--- src/synth_cal_pkg.sv ---
/*
  Shared constants for the synthesiser calibration and power control block:
  register offsets, field positions, reset values, timing figures and states.
  Assumes a 20 MHz system clock and an AXI4-Lite register bus of 32 bits.
*/
package synth_cal_pkg;

  // ----------------------------------------------------------------------
  // Timing
  // ----------------------------------------------------------------------
  localparam int CLK_KHZ      = 20000;
  localparam int CAL_MS_2P4   = 14;
  localparam int CAL_MS_2P0   = 17;
  localparam int CAL_MS_1P5   = 23;
  localparam int CAL_MS_1P0   = 34;
  localparam int CNT_W        = 20;

  // ----------------------------------------------------------------------
  // Register byte offsets
  // ----------------------------------------------------------------------
  localparam logic [7:0] ADDR_CTRL     = 8'h00;
  localparam logic [7:0] ADDR_BIAS     = 8'h04;
  localparam logic [7:0] ADDR_STATUS   = 8'h08;
  localparam logic [7:0] ADDR_RDBK_A   = 8'h0C;
  localparam logic [7:0] ADDR_RDBK_B   = 8'h10;
  localparam logic [7:0] ADDR_OVRD_A   = 8'h14;
  localparam logic [7:0] ADDR_OVRD_B   = 8'h18;

  // ----------------------------------------------------------------------
  // Control register fields
  // ----------------------------------------------------------------------
  localparam int CTRL_START    = 0;
  localparam int CTRL_WAIT     = 1;
  localparam int CTRL_DUAL     = 2;
  localparam int CTRL_FSEL     = 3;
  localparam int CTRL_LOCK_LSB = 4;
  localparam int CTRL_REF_LSB  = 8;
  localparam int CTRL_RX_PD    = 12;
  localparam int CTRL_TX_PD    = 13;
  localparam int CTRL_SYN_PD   = 14;
  localparam int CTRL_XO_PD    = 15;
  localparam logic [15:0] CTRL_RST = 16'hF000;

  // Lock pin source codes.
  localparam logic [3:0] LOCK_SRC_ZERO = 4'h0;
  localparam logic [3:0] LOCK_SRC_CAL  = 4'h1;
  localparam logic [3:0] LOCK_SRC_LOCK = 4'h2;

  // ----------------------------------------------------------------------
  // Bias register fields
  // ----------------------------------------------------------------------
  localparam int BIAS_OSC_LSB = 0;
  localparam int BIAS_LO_LSB  = 4;
  localparam int BIAS_PA_LSB  = 6;
  localparam int BIAS_BUF     = 8;
  localparam int BIAS_LNA_LSB = 9;
  localparam logic [10:0] BIAS_RST = 11'h000;

  // Override registers: value in bits 7:0, override enable in bit 8.
  localparam int OVRD_EN = 8;
  localparam logic [8:0] OVRD_RST = 9'h000;

  // AXI responses.
  localparam logic [1:0] RESP_OKAY   = 2'h0;
  localparam logic [1:0] RESP_SLVERR = 2'h2;

  typedef enum logic [1:0] {
    CAL_IDLE = 2'b00,
    CAL_RUN  = 2'b01,
    CAL_DONE = 2'b10
  } cal_state_e;

  // Merges write data into an old value under the AXI byte strobes.
  function automatic logic [31:0] lane_merge(input logic [31:0] old_val,
                                             input logic [31:0] wdat,
                                             input logic [3:0]  strb);
    logic [31:0] res;
    res = old_val;
    for (int i = 0; i < 4; i++)
      if (strb[i])
        res[8*i +: 8] = wdat[8*i +: 8];
    return res;
  endfunction : lane_merge

endpackage : synth_cal_pkg

--- src/synth_cal_engine.sv ---
/*
  Calibration sequencer: times one calibration run, captures the analog
  search result into per-frequency-register slots and reports completion.
  Assumes the top supplies the run length in cycles and a start pulse.
*/
`timescale 1ns/100ps
module synth_cal_engine
  import synth_cal_pkg::*;
(
  input  wire logic             clk,        // System clock.
  input  wire logic             srst,       // Synchronous reset.
  input  wire logic             start,      // One-cycle start pulse.
  input  wire logic             synth_on,   // Synthesiser powered.
  input  wire logic             start_bit,  // Start bit level.
  input  wire logic [CNT_W-1:0] cal_len,    // Run length in cycles.
  input  wire logic             dual,       // Calibrate both slots.
  input  wire logic             fsel,       // Selected frequency slot.
  input  wire logic [7:0]       osc_meas,   // Oscillator search result.
  input  wire logic [7:0]       pump_meas,  // Pump current search result.
  output logic                  busy,       // Run in progress.
  output logic                  done,       // Completion flag.
  output logic [7:0]            slot_osc0,  // Oscillator value, slot A.
  output logic [7:0]            slot_osc1,  // Oscillator value, slot B.
  output logic [7:0]            slot_pmp0,  // Pump value, slot A.
  output logic [7:0]            slot_pmp1   // Pump value, slot B.
);

  cal_state_e       state, next_state;
  logic [CNT_W-1:0] cnt, next_cnt;
  logic             next_done;
  logic [7:0]       next_osc0, next_osc1, next_pmp0, next_pmp1;
  logic             finish;

  assign busy   = (state == CAL_RUN);
  assign finish = busy && synth_on && (cnt == CNT_W'(1));

  always_comb
  begin
    next_state = state;
    next_cnt   = cnt;
    next_done  = done;
    next_osc0  = slot_osc0;
    next_osc1  = slot_osc1;
    next_pmp0  = slot_pmp0;
    next_pmp1  = slot_pmp1;
    case (state)
      CAL_IDLE:
      begin
        if (start && synth_on)
        begin
          next_state = CAL_RUN;
          next_cnt   = cal_len;
          next_done  = 1'b0;
        end
      end
      CAL_RUN:
      begin
        if (!synth_on)
          next_state = CAL_IDLE;
        else if (finish)
        begin
          next_state = CAL_DONE;
          next_done  = 1'b1;
          if (dual || !fsel)
          begin
            next_osc0 = osc_meas;
            next_pmp0 = pump_meas;
          end
          if (dual || fsel)
          begin
            next_osc1 = osc_meas;
            next_pmp1 = pump_meas;
          end
        end
        else
          next_cnt = cnt - CNT_W'(1);
      end
      CAL_DONE:
      begin
        if (!start_bit)
        begin
          next_state = CAL_IDLE;
          next_done  = 1'b0;
        end
      end
      default:
        next_state = CAL_IDLE;
    endcase
  end

  always_ff @(posedge clk)
  begin
    if (srst)
    begin
      state     <= CAL_IDLE;
      cnt       <= '0;
      done      <= 1'b0;
      slot_osc0 <= 8'h00;
      slot_osc1 <= 8'h00;
      slot_pmp0 <= 8'h00;
      slot_pmp1 <= 8'h00;
    end
    else
    begin
      state     <= next_state;
      cnt       <= next_cnt;
      done      <= next_done;
      slot_osc0 <= next_osc0;
      slot_osc1 <= next_osc1;
      slot_pmp0 <= next_pmp0;
      slot_pmp1 <= next_pmp1;
    end
  end

  start_runs_a: assert property (@(posedge clk) disable iff (srst)
    (state == CAL_IDLE && start && synth_on) |=> busy && !done)
    else $error("Calibration did not start on request.");
  result_held_a: assert property (@(posedge clk) disable iff (srst)
    !finish |=> $stable(slot_osc0) && $stable(slot_pmp1))
    else $error("Stored calibration changed without a finished run.");
  done_set_a: assert property (@(posedge clk) disable iff (srst)
    finish |=> done && !busy)
    else $error("Completion flag not raised after the run.");
  dual_both_a: assert property (@(posedge clk) disable iff (srst)
    (finish && dual) |=> slot_osc0 == $past(osc_meas) && slot_osc1 == $past(osc_meas))
    else $error("Dual calibration did not fill both slots.");
  single_one_a: assert property (@(posedge clk) disable iff (srst)
    (finish && !dual && !fsel) |=> $stable(slot_osc1) && $stable(slot_pmp1))
    else $error("Single calibration touched the other slot.");

endmodule : synth_cal_engine

--- src/synth_calibration_power_ctrl.sv ---
/*
  Synthesiser calibration, bias and power-down control with AXI4-Lite
  register access. Assumes analog search results arrive on plain inputs
  and that the bus master follows AXI4-Lite signalling.
*/
// Added by the designer: the address map and the AXI4-Lite register port.
`timescale 1ns/100ps
module synth_calibration_power_ctrl
  import synth_cal_pkg::*;
#(
  parameter int CYC_2P4 = CAL_MS_2P4 * CLK_KHZ, // Run length at 2.4 MHz.
  parameter int CYC_2P0 = CAL_MS_2P0 * CLK_KHZ, // Run length at 2.0 MHz.
  parameter int CYC_1P5 = CAL_MS_1P5 * CLK_KHZ, // Run length at 1.5 MHz.
  parameter int CYC_1P0 = CAL_MS_1P0 * CLK_KHZ  // Run length at 1.0 MHz.
)
(
  input  wire logic        clk,                  // System clock, 20 MHz.
  input  wire logic        srst,                 // Synchronous reset.
  input  wire logic [7:0]  s_axi_awaddr,         // Write address.
  input  wire logic        s_axi_awvalid,        // Write address valid.
  output logic             s_axi_awready,        // Write address ready.
  input  wire logic [31:0] s_axi_wdata,          // Write data.
  input  wire logic [3:0]  s_axi_wstrb,          // Write byte strobes.
  input  wire logic        s_axi_wvalid,         // Write data valid.
  output logic             s_axi_wready,         // Write data ready.
  output logic [1:0]       s_axi_bresp,          // Write response.
  output logic             s_axi_bvalid,         // Write response valid.
  input  wire logic        s_axi_bready,         // Write response ready.
  input  wire logic [7:0]  s_axi_araddr,         // Read address.
  input  wire logic        s_axi_arvalid,        // Read address valid.
  output logic             s_axi_arready,        // Read address ready.
  output logic [31:0]      s_axi_rdata,          // Read data.
  output logic [1:0]       s_axi_rresp,          // Read response.
  output logic             s_axi_rvalid,         // Read data valid.
  input  wire logic        s_axi_rready,         // Read data ready.
  input  wire logic [7:0]  osc_meas,             // Oscillator search result.
  input  wire logic [7:0]  pump_meas,            // Pump current search result.
  input  wire logic        continuous_lock_flag, // Loop lock indication.
  output logic             charge_pump_lock_pin, // Lock/status pin.
  output logic [7:0]       osc_tune,             // Applied oscillator value.
  output logic [7:0]       pump_current,         // Applied pump value.
  output logic [3:0]       oscillator_bias_setting, // Oscillator bias.
  output logic [1:0]       lo_buffer_drive,      // LO buffer bias.
  output logic [1:0]       amplifier_buffer_drive, // PA buffer bias.
  output logic             buf_current,          // Buffer current select.
  output logic [1:0]       lna_bias,             // LNA bias.
  output logic             rx_pd,                // Receive power-down.
  output logic             tx_pd,                // Transmit power-down.
  output logic             synth_pd,             // Synthesiser power-down.
  output logic             xosc_pd               // Crystal osc power-down.
);

  // ----------------------------------------------------------------------
  // Register state
  // ----------------------------------------------------------------------
  logic [15:0] ctrl, next_ctrl;
  logic [10:0] bias, next_bias;
  logic [8:0]  ovrd_a, next_ovrd_a;
  logic [8:0]  ovrd_b, next_ovrd_b;
  logic        bvalid, next_bvalid;
  logic [1:0]  bresp, next_bresp;
  logic        rvalid, next_rvalid;
  logic [1:0]  rresp, next_rresp;
  logic [31:0] rdata, next_rdata;
  logic        start_d, next_start_d;
  logic [7:0]  rdbk_a, next_rdbk_a;
  logic [7:0]  rdbk_b, next_rdbk_b;
  logic [7:0]  tune, next_tune;
  logic [7:0]  pump, next_pump;
  logic        lock_pin, next_lock_pin;

  logic             wr_go, rd_go;
  logic             cal_busy, cal_done, start_pulse;
  logic [CNT_W-1:0] cal_len;
  logic [7:0]       s_osc0, s_osc1, s_pmp0, s_pmp1;
  logic [31:0]      status_word;

  assign s_axi_awready = s_axi_awvalid && s_axi_wvalid && !bvalid;
  assign s_axi_wready  = s_axi_awready;
  assign s_axi_arready = !rvalid;
  assign wr_go         = s_axi_awready;
  assign rd_go         = s_axi_arvalid && !rvalid;
  assign s_axi_bvalid  = bvalid;
  assign s_axi_bresp   = bresp;
  assign s_axi_rvalid  = rvalid;
  assign s_axi_rresp   = rresp;
  assign s_axi_rdata   = rdata;

  assign start_pulse = ctrl[CTRL_START] && !start_d;
  assign status_word = {29'h0, continuous_lock_flag, cal_busy, cal_done};

  // ----------------------------------------------------------------------
  // Register writes and reads
  // ----------------------------------------------------------------------
  always_comb
  begin
    next_ctrl   = ctrl;
    next_bias   = bias;
    next_ovrd_a = ovrd_a;
    next_ovrd_b = ovrd_b;
    next_bvalid = bvalid && !s_axi_bready;
    next_bresp  = bresp;
    next_rvalid = rvalid && !s_axi_rready;
    next_rresp  = rresp;
    next_rdata  = rdata;
    if (wr_go)
    begin
      next_bvalid = 1'b1;
      next_bresp  = RESP_OKAY;
      case (s_axi_awaddr)
        ADDR_CTRL:   next_ctrl   = 16'(lane_merge({16'h0, ctrl}, s_axi_wdata, s_axi_wstrb));
        ADDR_BIAS:   next_bias   = 11'(lane_merge({21'h0, bias}, s_axi_wdata, s_axi_wstrb));
        ADDR_OVRD_A: next_ovrd_a = 9'(lane_merge({23'h0, ovrd_a}, s_axi_wdata, s_axi_wstrb));
        ADDR_OVRD_B: next_ovrd_b = 9'(lane_merge({23'h0, ovrd_b}, s_axi_wdata, s_axi_wstrb));
        ADDR_STATUS, ADDR_RDBK_A, ADDR_RDBK_B: next_bresp = RESP_OKAY;
        default:     next_bresp  = RESP_SLVERR;
      endcase
    end
    if (rd_go)
    begin
      next_rvalid = 1'b1;
      next_rresp  = RESP_OKAY;
      case (s_axi_araddr)
        ADDR_CTRL:   next_rdata = {16'h0, ctrl};
        ADDR_BIAS:   next_rdata = {21'h0, bias};
        ADDR_STATUS: next_rdata = status_word;
        ADDR_RDBK_A: next_rdata = {24'h0, rdbk_a};
        ADDR_RDBK_B: next_rdata = {24'h0, rdbk_b};
        ADDR_OVRD_A: next_rdata = {23'h0, ovrd_a};
        ADDR_OVRD_B: next_rdata = {23'h0, ovrd_b};
        default:
        begin
          next_rdata = 32'h0000_0000;
          next_rresp = RESP_SLVERR;
        end
      endcase
    end
  end

  always_ff @(posedge clk)
  begin
    if (srst)
    begin
      ctrl   <= CTRL_RST;
      bias   <= BIAS_RST;
      ovrd_a <= OVRD_RST;
      ovrd_b <= OVRD_RST;
      bvalid <= 1'b0;
      bresp  <= RESP_OKAY;
      rvalid <= 1'b0;
      rresp  <= RESP_OKAY;
      rdata  <= 32'h0000_0000;
    end
    else
    begin
      ctrl   <= next_ctrl;
      bias   <= next_bias;
      ovrd_a <= next_ovrd_a;
      ovrd_b <= next_ovrd_b;
      bvalid <= next_bvalid;
      bresp  <= next_bresp;
      rvalid <= next_rvalid;
      rresp  <= next_rresp;
      rdata  <= next_rdata;
    end
  end

  // ----------------------------------------------------------------------
  // Calibration run length and sequencer
  // ----------------------------------------------------------------------
  always_comb
  begin
    if (ctrl[CTRL_WAIT])
      cal_len = CNT_W'(CYC_1P0);
    else
      case (ctrl[CTRL_REF_LSB +: 2])
        2'h0:    cal_len = CNT_W'(CYC_2P4);
        2'h1:    cal_len = CNT_W'(CYC_2P0);
        2'h2:    cal_len = CNT_W'(CYC_1P5);
        default: cal_len = CNT_W'(CYC_1P0);
      endcase
  end

  synth_cal_engine u_engine (
    .clk       (clk),
    .srst      (srst),
    .start     (start_pulse),
    .synth_on  (!ctrl[CTRL_SYN_PD]),
    .start_bit (ctrl[CTRL_START]),
    .cal_len   (cal_len),
    .dual      (ctrl[CTRL_DUAL]),
    .fsel      (ctrl[CTRL_FSEL]),
    .osc_meas  (osc_meas),
    .pump_meas (pump_meas),
    .busy      (cal_busy),
    .done      (cal_done),
    .slot_osc0 (s_osc0),
    .slot_osc1 (s_osc1),
    .slot_pmp0 (s_pmp0),
    .slot_pmp1 (s_pmp1)
  );

  // ----------------------------------------------------------------------
  // Readback, applied values and lock pin
  // ----------------------------------------------------------------------
  always_comb
  begin
    next_start_d = ctrl[CTRL_START];
    next_rdbk_a  = ctrl[CTRL_FSEL] ? s_osc1 : s_osc0;
    next_rdbk_b  = ctrl[CTRL_FSEL] ? s_pmp1 : s_pmp0;
    if (ovrd_a[OVRD_EN] && ovrd_b[OVRD_EN])
    begin
      next_tune = ovrd_a[7:0];
      next_pump = ovrd_b[7:0];
    end
    else
    begin
      next_tune = next_rdbk_a;
      next_pump = next_rdbk_b;
    end
    case (ctrl[CTRL_LOCK_LSB +: 4])
      LOCK_SRC_CAL:  next_lock_pin = cal_done;
      LOCK_SRC_LOCK: next_lock_pin = continuous_lock_flag;
      default:       next_lock_pin = 1'b0;
    endcase
  end

  always_ff @(posedge clk)
  begin
    if (srst)
    begin
      start_d  <= 1'b0;
      rdbk_a   <= 8'h00;
      rdbk_b   <= 8'h00;
      tune     <= 8'h00;
      pump     <= 8'h00;
      lock_pin <= 1'b0;
    end
    else
    begin
      start_d  <= next_start_d;
      rdbk_a   <= next_rdbk_a;
      rdbk_b   <= next_rdbk_b;
      tune     <= next_tune;
      pump     <= next_pump;
      lock_pin <= next_lock_pin;
    end
  end

  assign charge_pump_lock_pin    = lock_pin;
  assign osc_tune                = tune;
  assign pump_current            = pump;
  assign oscillator_bias_setting = bias[BIAS_OSC_LSB +: 4];
  assign lo_buffer_drive         = bias[BIAS_LO_LSB +: 2];
  assign amplifier_buffer_drive  = bias[BIAS_PA_LSB +: 2];
  assign buf_current             = bias[BIAS_BUF];
  assign lna_bias                = bias[BIAS_LNA_LSB +: 2];
  assign rx_pd                   = ctrl[CTRL_RX_PD];
  assign tx_pd                   = ctrl[CTRL_TX_PD];
  assign synth_pd                = ctrl[CTRL_SYN_PD];
  assign xosc_pd                 = ctrl[CTRL_XO_PD];

  lock_pin_a: assert property (@(posedge clk) disable iff (srst)
    (ctrl[CTRL_LOCK_LSB +: 4] == LOCK_SRC_CAL) |=> charge_pump_lock_pin == $past(cal_done))
    else $error("Lock pin does not follow the completion flag.");
  wait_len_a: assert property (@(posedge clk) disable iff (srst)
    ctrl[CTRL_WAIT] |-> cal_len == CNT_W'(CYC_1P0))
    else $error("Fixed wait does not use the worst-case length.");
  readback_sel_a: assert property (@(posedge clk) disable iff (srst)
    ##1 (rdbk_a == ($past(ctrl[CTRL_FSEL]) ? $past(s_osc1) : $past(s_osc0))))
    else $error("Readback does not follow the selected register.");
  override_use_a: assert property (@(posedge clk) disable iff (srst)
    (ovrd_a[OVRD_EN] && ovrd_b[OVRD_EN]) ##1 $stable(ovrd_a) |-> osc_tune == ovrd_a[7:0])
    else $error("Override value not applied.");
  pd_bits_a: assert property (@(posedge clk) disable iff (srst)
    (wr_go && s_axi_awaddr == ADDR_CTRL && s_axi_wstrb[1])
      |=> synth_pd == $past(s_axi_wdata[CTRL_SYN_PD]) && rx_pd == $past(s_axi_wdata[CTRL_RX_PD]))
    else $error("Power-down bits not taken from the write.");

endmodule : synth_calibration_power_ctrl

--- config.mk ---
export PLATFORM = sky130hd
export DESIGN_NAME = synth_calibration_power_ctrl
export DESIGN_NICKNAME = d
export VERILOG_FILES = /design/src/synth_cal_pkg.sv /design/src/synth_cal_engine.sv /design/src/synth_calibration_power_ctrl.sv
export SDC_FILE = /design/constraint.sdc
export NUM_CORES = 1
export LEC_CHECK = 0
export BUFFER_PORTS_ARGS = -buffer_cell sky130_fd_sc_hd__buf_2
export CORE_MARGIN = 1.5
export CORE_UTILIZATION = 25
export CTS_CLUSTER_SIZE = 10
export DETAILED_ROUTE_END_ITERATION = 12
export HOLD_SLACK_MARGIN = 0.06
export PLACE_DENSITY = 0.49
export SYNTH_ARGS = -nofsm -noshare
export SYNTH_HDL_FRONTEND = slang
export SYNTH_SLANG_ARGS = --single-unit
--- constraint.sdc ---
create_clock -name clk -period 2.45 [get_ports clk]
set_input_delay 0.1225 -clock clk [delete_from_list [all_inputs] [get_ports clk]]
set_output_delay 0.1225 -clock clk [all_outputs]
set_load 0.01 [all_outputs]
==> out/qor_table.md <==
| Quantity | Value | Unit |
|:---|:---|:---|
| Result of the run | completed | - |
| Count of max-cap constraint violations | 0 | - |
| Most common library cell in the layout ignoring fill and taps | dfxtp_1 | - |
| Number of storage elements in the synthesis netlist | 154 | - |
| Sequential share of power | 45.7 | % |
| Startpoint Class | flip-flop | - |
| Number of nets in the final layout | 1,003 | - |
| Wire length of the first global-routing pass | 30,600 | um |
| Deepest level of the CTS H-tree | 4 | - |
| Leakage component of the power | 3.35 | nW |
| Cell types with the largest area share after synthesis | dfxtp_1, mux2i_1, nor2_1, nand2_1, a21oi_1 | - |
| Total overflow reported by the global router | 0 | - |
| Clock root cell | clkbuf_16 | - |
| Die Footprint | 0.0281 | mm2 |
| Period Utilization, post-route | 90.2 | % |
| Critical path capture point type | flip-flop | - |
| Avg Inst Size Synth | 8.80 | um2 |
| Switching power of the nets | 1.29 | mW |
| DP Wirelength | 13,700 | um |
| Die X | 168 | um |
| Clock latency at the later pin of the worst-skew pair | 430 | ps |
| Yosys warning count | 0 | - |
| Switching Fraction | 23.6 | % |
| TritonCTS Buffers | 17 | - |
| Largest driver fanout on the critical path | 16 | - |
| Clock slew seen by the registers of the worst setup and hold paths | 70 | ps |
| Final Cell Area | 0.00871 | mm2 |
| Total count of hold-check failures in the final report | 0 | - |
| Ratio of routed vias to standard cells | 4.55 | - |
| Minimum period implied by the final worst setup slack | 2210 | ps |
| Clock sink count | 154 | - |
| Final setup TNS | 0 | ps |
| Initial cell density of the core | 25.3 | % |
| Syn Std Cell Area | 0.00678 | mm2 |
| Tightest Hold Check Type | in -> reg | - |
| Number of enable-type register cells in the synthesized netlist | 0 | - |
| Commonest non-fill, non-tap cells in the layout | dfxtp_1, nor2_1, buf_2 | - |
| GRT Total Usage | 13.9 | % |
| Initial antenna violation count | 1 | - |
| Total wirelength of the detailed-routed design | 19,300 | um |
| Combinational fraction of design power | 4.6 | % |
| Number of input and output port buffers inserted | 112 | - |
| Routed len/inst | 15.1 | um |
| Fillers | 2,858 | - |
| Vertical die dimension | 168 | um |
| Gate Count Post-Synth | 770 | - |
| RSZ-0062 raised after global routing | false | - |
| P per Cell Area | 630 | mW/mm2 |
| Resize count post-CTS | 0 | - |
| Beginning of the critical path | u_engine.cnt[0] | - |
| Standard cell core area | 0.0268 | mm2 |
| Post-detailed-placement cell area | 0.00776 | mm2 |
| Highest achievable clock rate | 453 | MHz |
| Crit path arrival time | 2500 | ps |
| Startpoint of the worst hold path | s_axi_awaddr[3] | - |
| Async S/R FF share, synth | 0 | % |
| Number of DRC markers in iteration 0 | 358 | - |
| Residual DRC count | 0 | - |
| Clock share of power | 49.6 | % |
| Share of the synthesized area in the top cell type | 45.5 | % |
| Fin. max-slew vios | 0 | - |
| Final worst clock skew | 13.0 | ps |
| Final setup violating endpoints | 0 | - |
| Maximum number of pins on one net before global-route repair | 110 | - |
| CTS tree | built | - |
| Syn-to-layout area delta | 28.6 | % |
| Internal portion of total power | 4.20 | mW |
| Number of nets with antenna violations after detailed routing | 0 | - |
| Worst-case headroom to the max-slew limit | 56.7 | % |
| Peak VDD IR | 0.000499 | V |
| Detailed-router iteration count before antenna repair | 4 | - |
| Transition time at the pin with the least slew margin | 650 | ps |
| Fraction of final layout cells sized beyond drive strength 1 | 21.3 | % |
| Hold buffers post-CTS | 34 | - |
| Setup bufs post-CTS | 0 | - |
| Share of the yosys chip area belonging to registers | 45.5 | % |
| Final weighted congestion in routability-driven placement | 0.811 | - |
| Via total after detailed routing | 5,804 | - |
| Placement Rows | 60 | - |
| Via count of the first global-routing pass | 5,439 | - |
| Yosys top cell by area | dfxtp_1 | - |
| Most used flip-flop cell after synthesis | dfxtp_1 | - |
| IO Count | 149 | - |
| Required @ worst endpoint | 2740 | ps |
| Crit Reg-Reg Startpoint | u_engine.cnt[0] | - |
| Distinct cells, synth | 64 | - |
| Type of the worst setup path | reg -> reg | - |
| Buffers from clock root to sink, at most | 2 | - |
routing by layer:
layer	part of all wire, %	track usage, %
met2	44	21.0
met1	51	19.8
met5	0	0
met3	4.0	2.98
met4	1.1	4.11
critical path, cell delays in order, from the launching register on:
cell	delay, ps
dfxtp_1	420
ha_1	190
nor4b_2	230
nand3_1	290
or4_1	580
buf_4	220
nand2_1	80
a21oi_1	50
cell families after synthesis:
kind of cell / synth area share [%]
AND/OR/NAND/NOR: 21.0
flip-flops: 45.5
AO/OA/AOI/OAI: 14.2
buffers and inverters: 5.93
multiplexers: 11.6
adder cells (fa/ha/maj): 1.11
XOR/XNOR: 0.646
other: 0.0553
power by group through the flow:
stage / clock, mW / sequential [mW] / combinational [mW]
5_1_grt: 2.89 / 2.51 / 0.278
2_1_floorplan: 0 / 2.57 / 0.128
3_5_place_dp: 0 / 2.57 / 0.212
3_3_place_gp: 0 / 2.57 / 0.211
6_report: 2.72 / 2.51 / 0.254
4_1_cts: 2.79 / 2.51 / 0.256
final timing paths:
| check | endpoint | slack (ps) | cells past startpoint |
|---|---|---|---|
| worst max-delay path | u_engine.slot_osc1[0] | 240 | 7 |
| worst min-delay path | s_axi_bresp[1] | 100 | 3 |
| worst max register to register | u_engine.slot_osc1[0] | 240 | 7 |
| worst min register to register | s_axi_rdata[10] | 450 | 2 |
cell usage after synthesis, drive strengths merged (2+ instances only):
cell type and instances:
a31oi 2, nand4 3, nor3 15, nand3 9
o21ai 21, inv 14, o22ai 3, or4 5
a22o 5, and2 3, dfxtp 154, o21a 3
nand2 105, nor4b 3, a211oi 21, a41o 3
xor2 4, nor4 16, a31o 2, nor2 113
a2bb2oi 4, or3 2, o211ai 9, a21oi 64
a221oi 3, ha 6, nand2b 4, mux2i 73
mux4 2, and3 5, nor2b 5, buf 37
clkbuf 29, nand3b 2
metrics by stage:
step	hold slack (ps)	setup slack, ps	power, mW	std cells	util, %
3_5_place_dp	374	247	2.78	1209	29.0
2_1_floorplan	263	372	2.70	787	-
6_report	101	241	5.49	1276	32.5
5_1_grt	126	20.2	5.68	1276	32.5
4_1_cts	96.0	231	5.56	1275	32.5
3_3_place_gp	367	271	2.78	1209	29.0
final cells by class:
type                    count  area [um2]  share of cell area (%)
multi-input cells         553        3360                    38.6
repair buffers            181        1180                    13.5
inverters                  14        52.6                   0.603
diodes                      1        2.50                  0.0287
flip-flops and latches    154        3080                    35.4
clock inverters            13         154                    1.77
clock buffers              19         453                    5.20
well taps                 341         427                    4.90
state kept, by name (all words and copies together) (netlist names), 9 cells and up:
register,count
ctrl,16
bias,11
s_axi_rdata,16
ovrd_a,9
ovrd_b,9
u_engine.cnt,20
(Power assumes the default switching activity.)
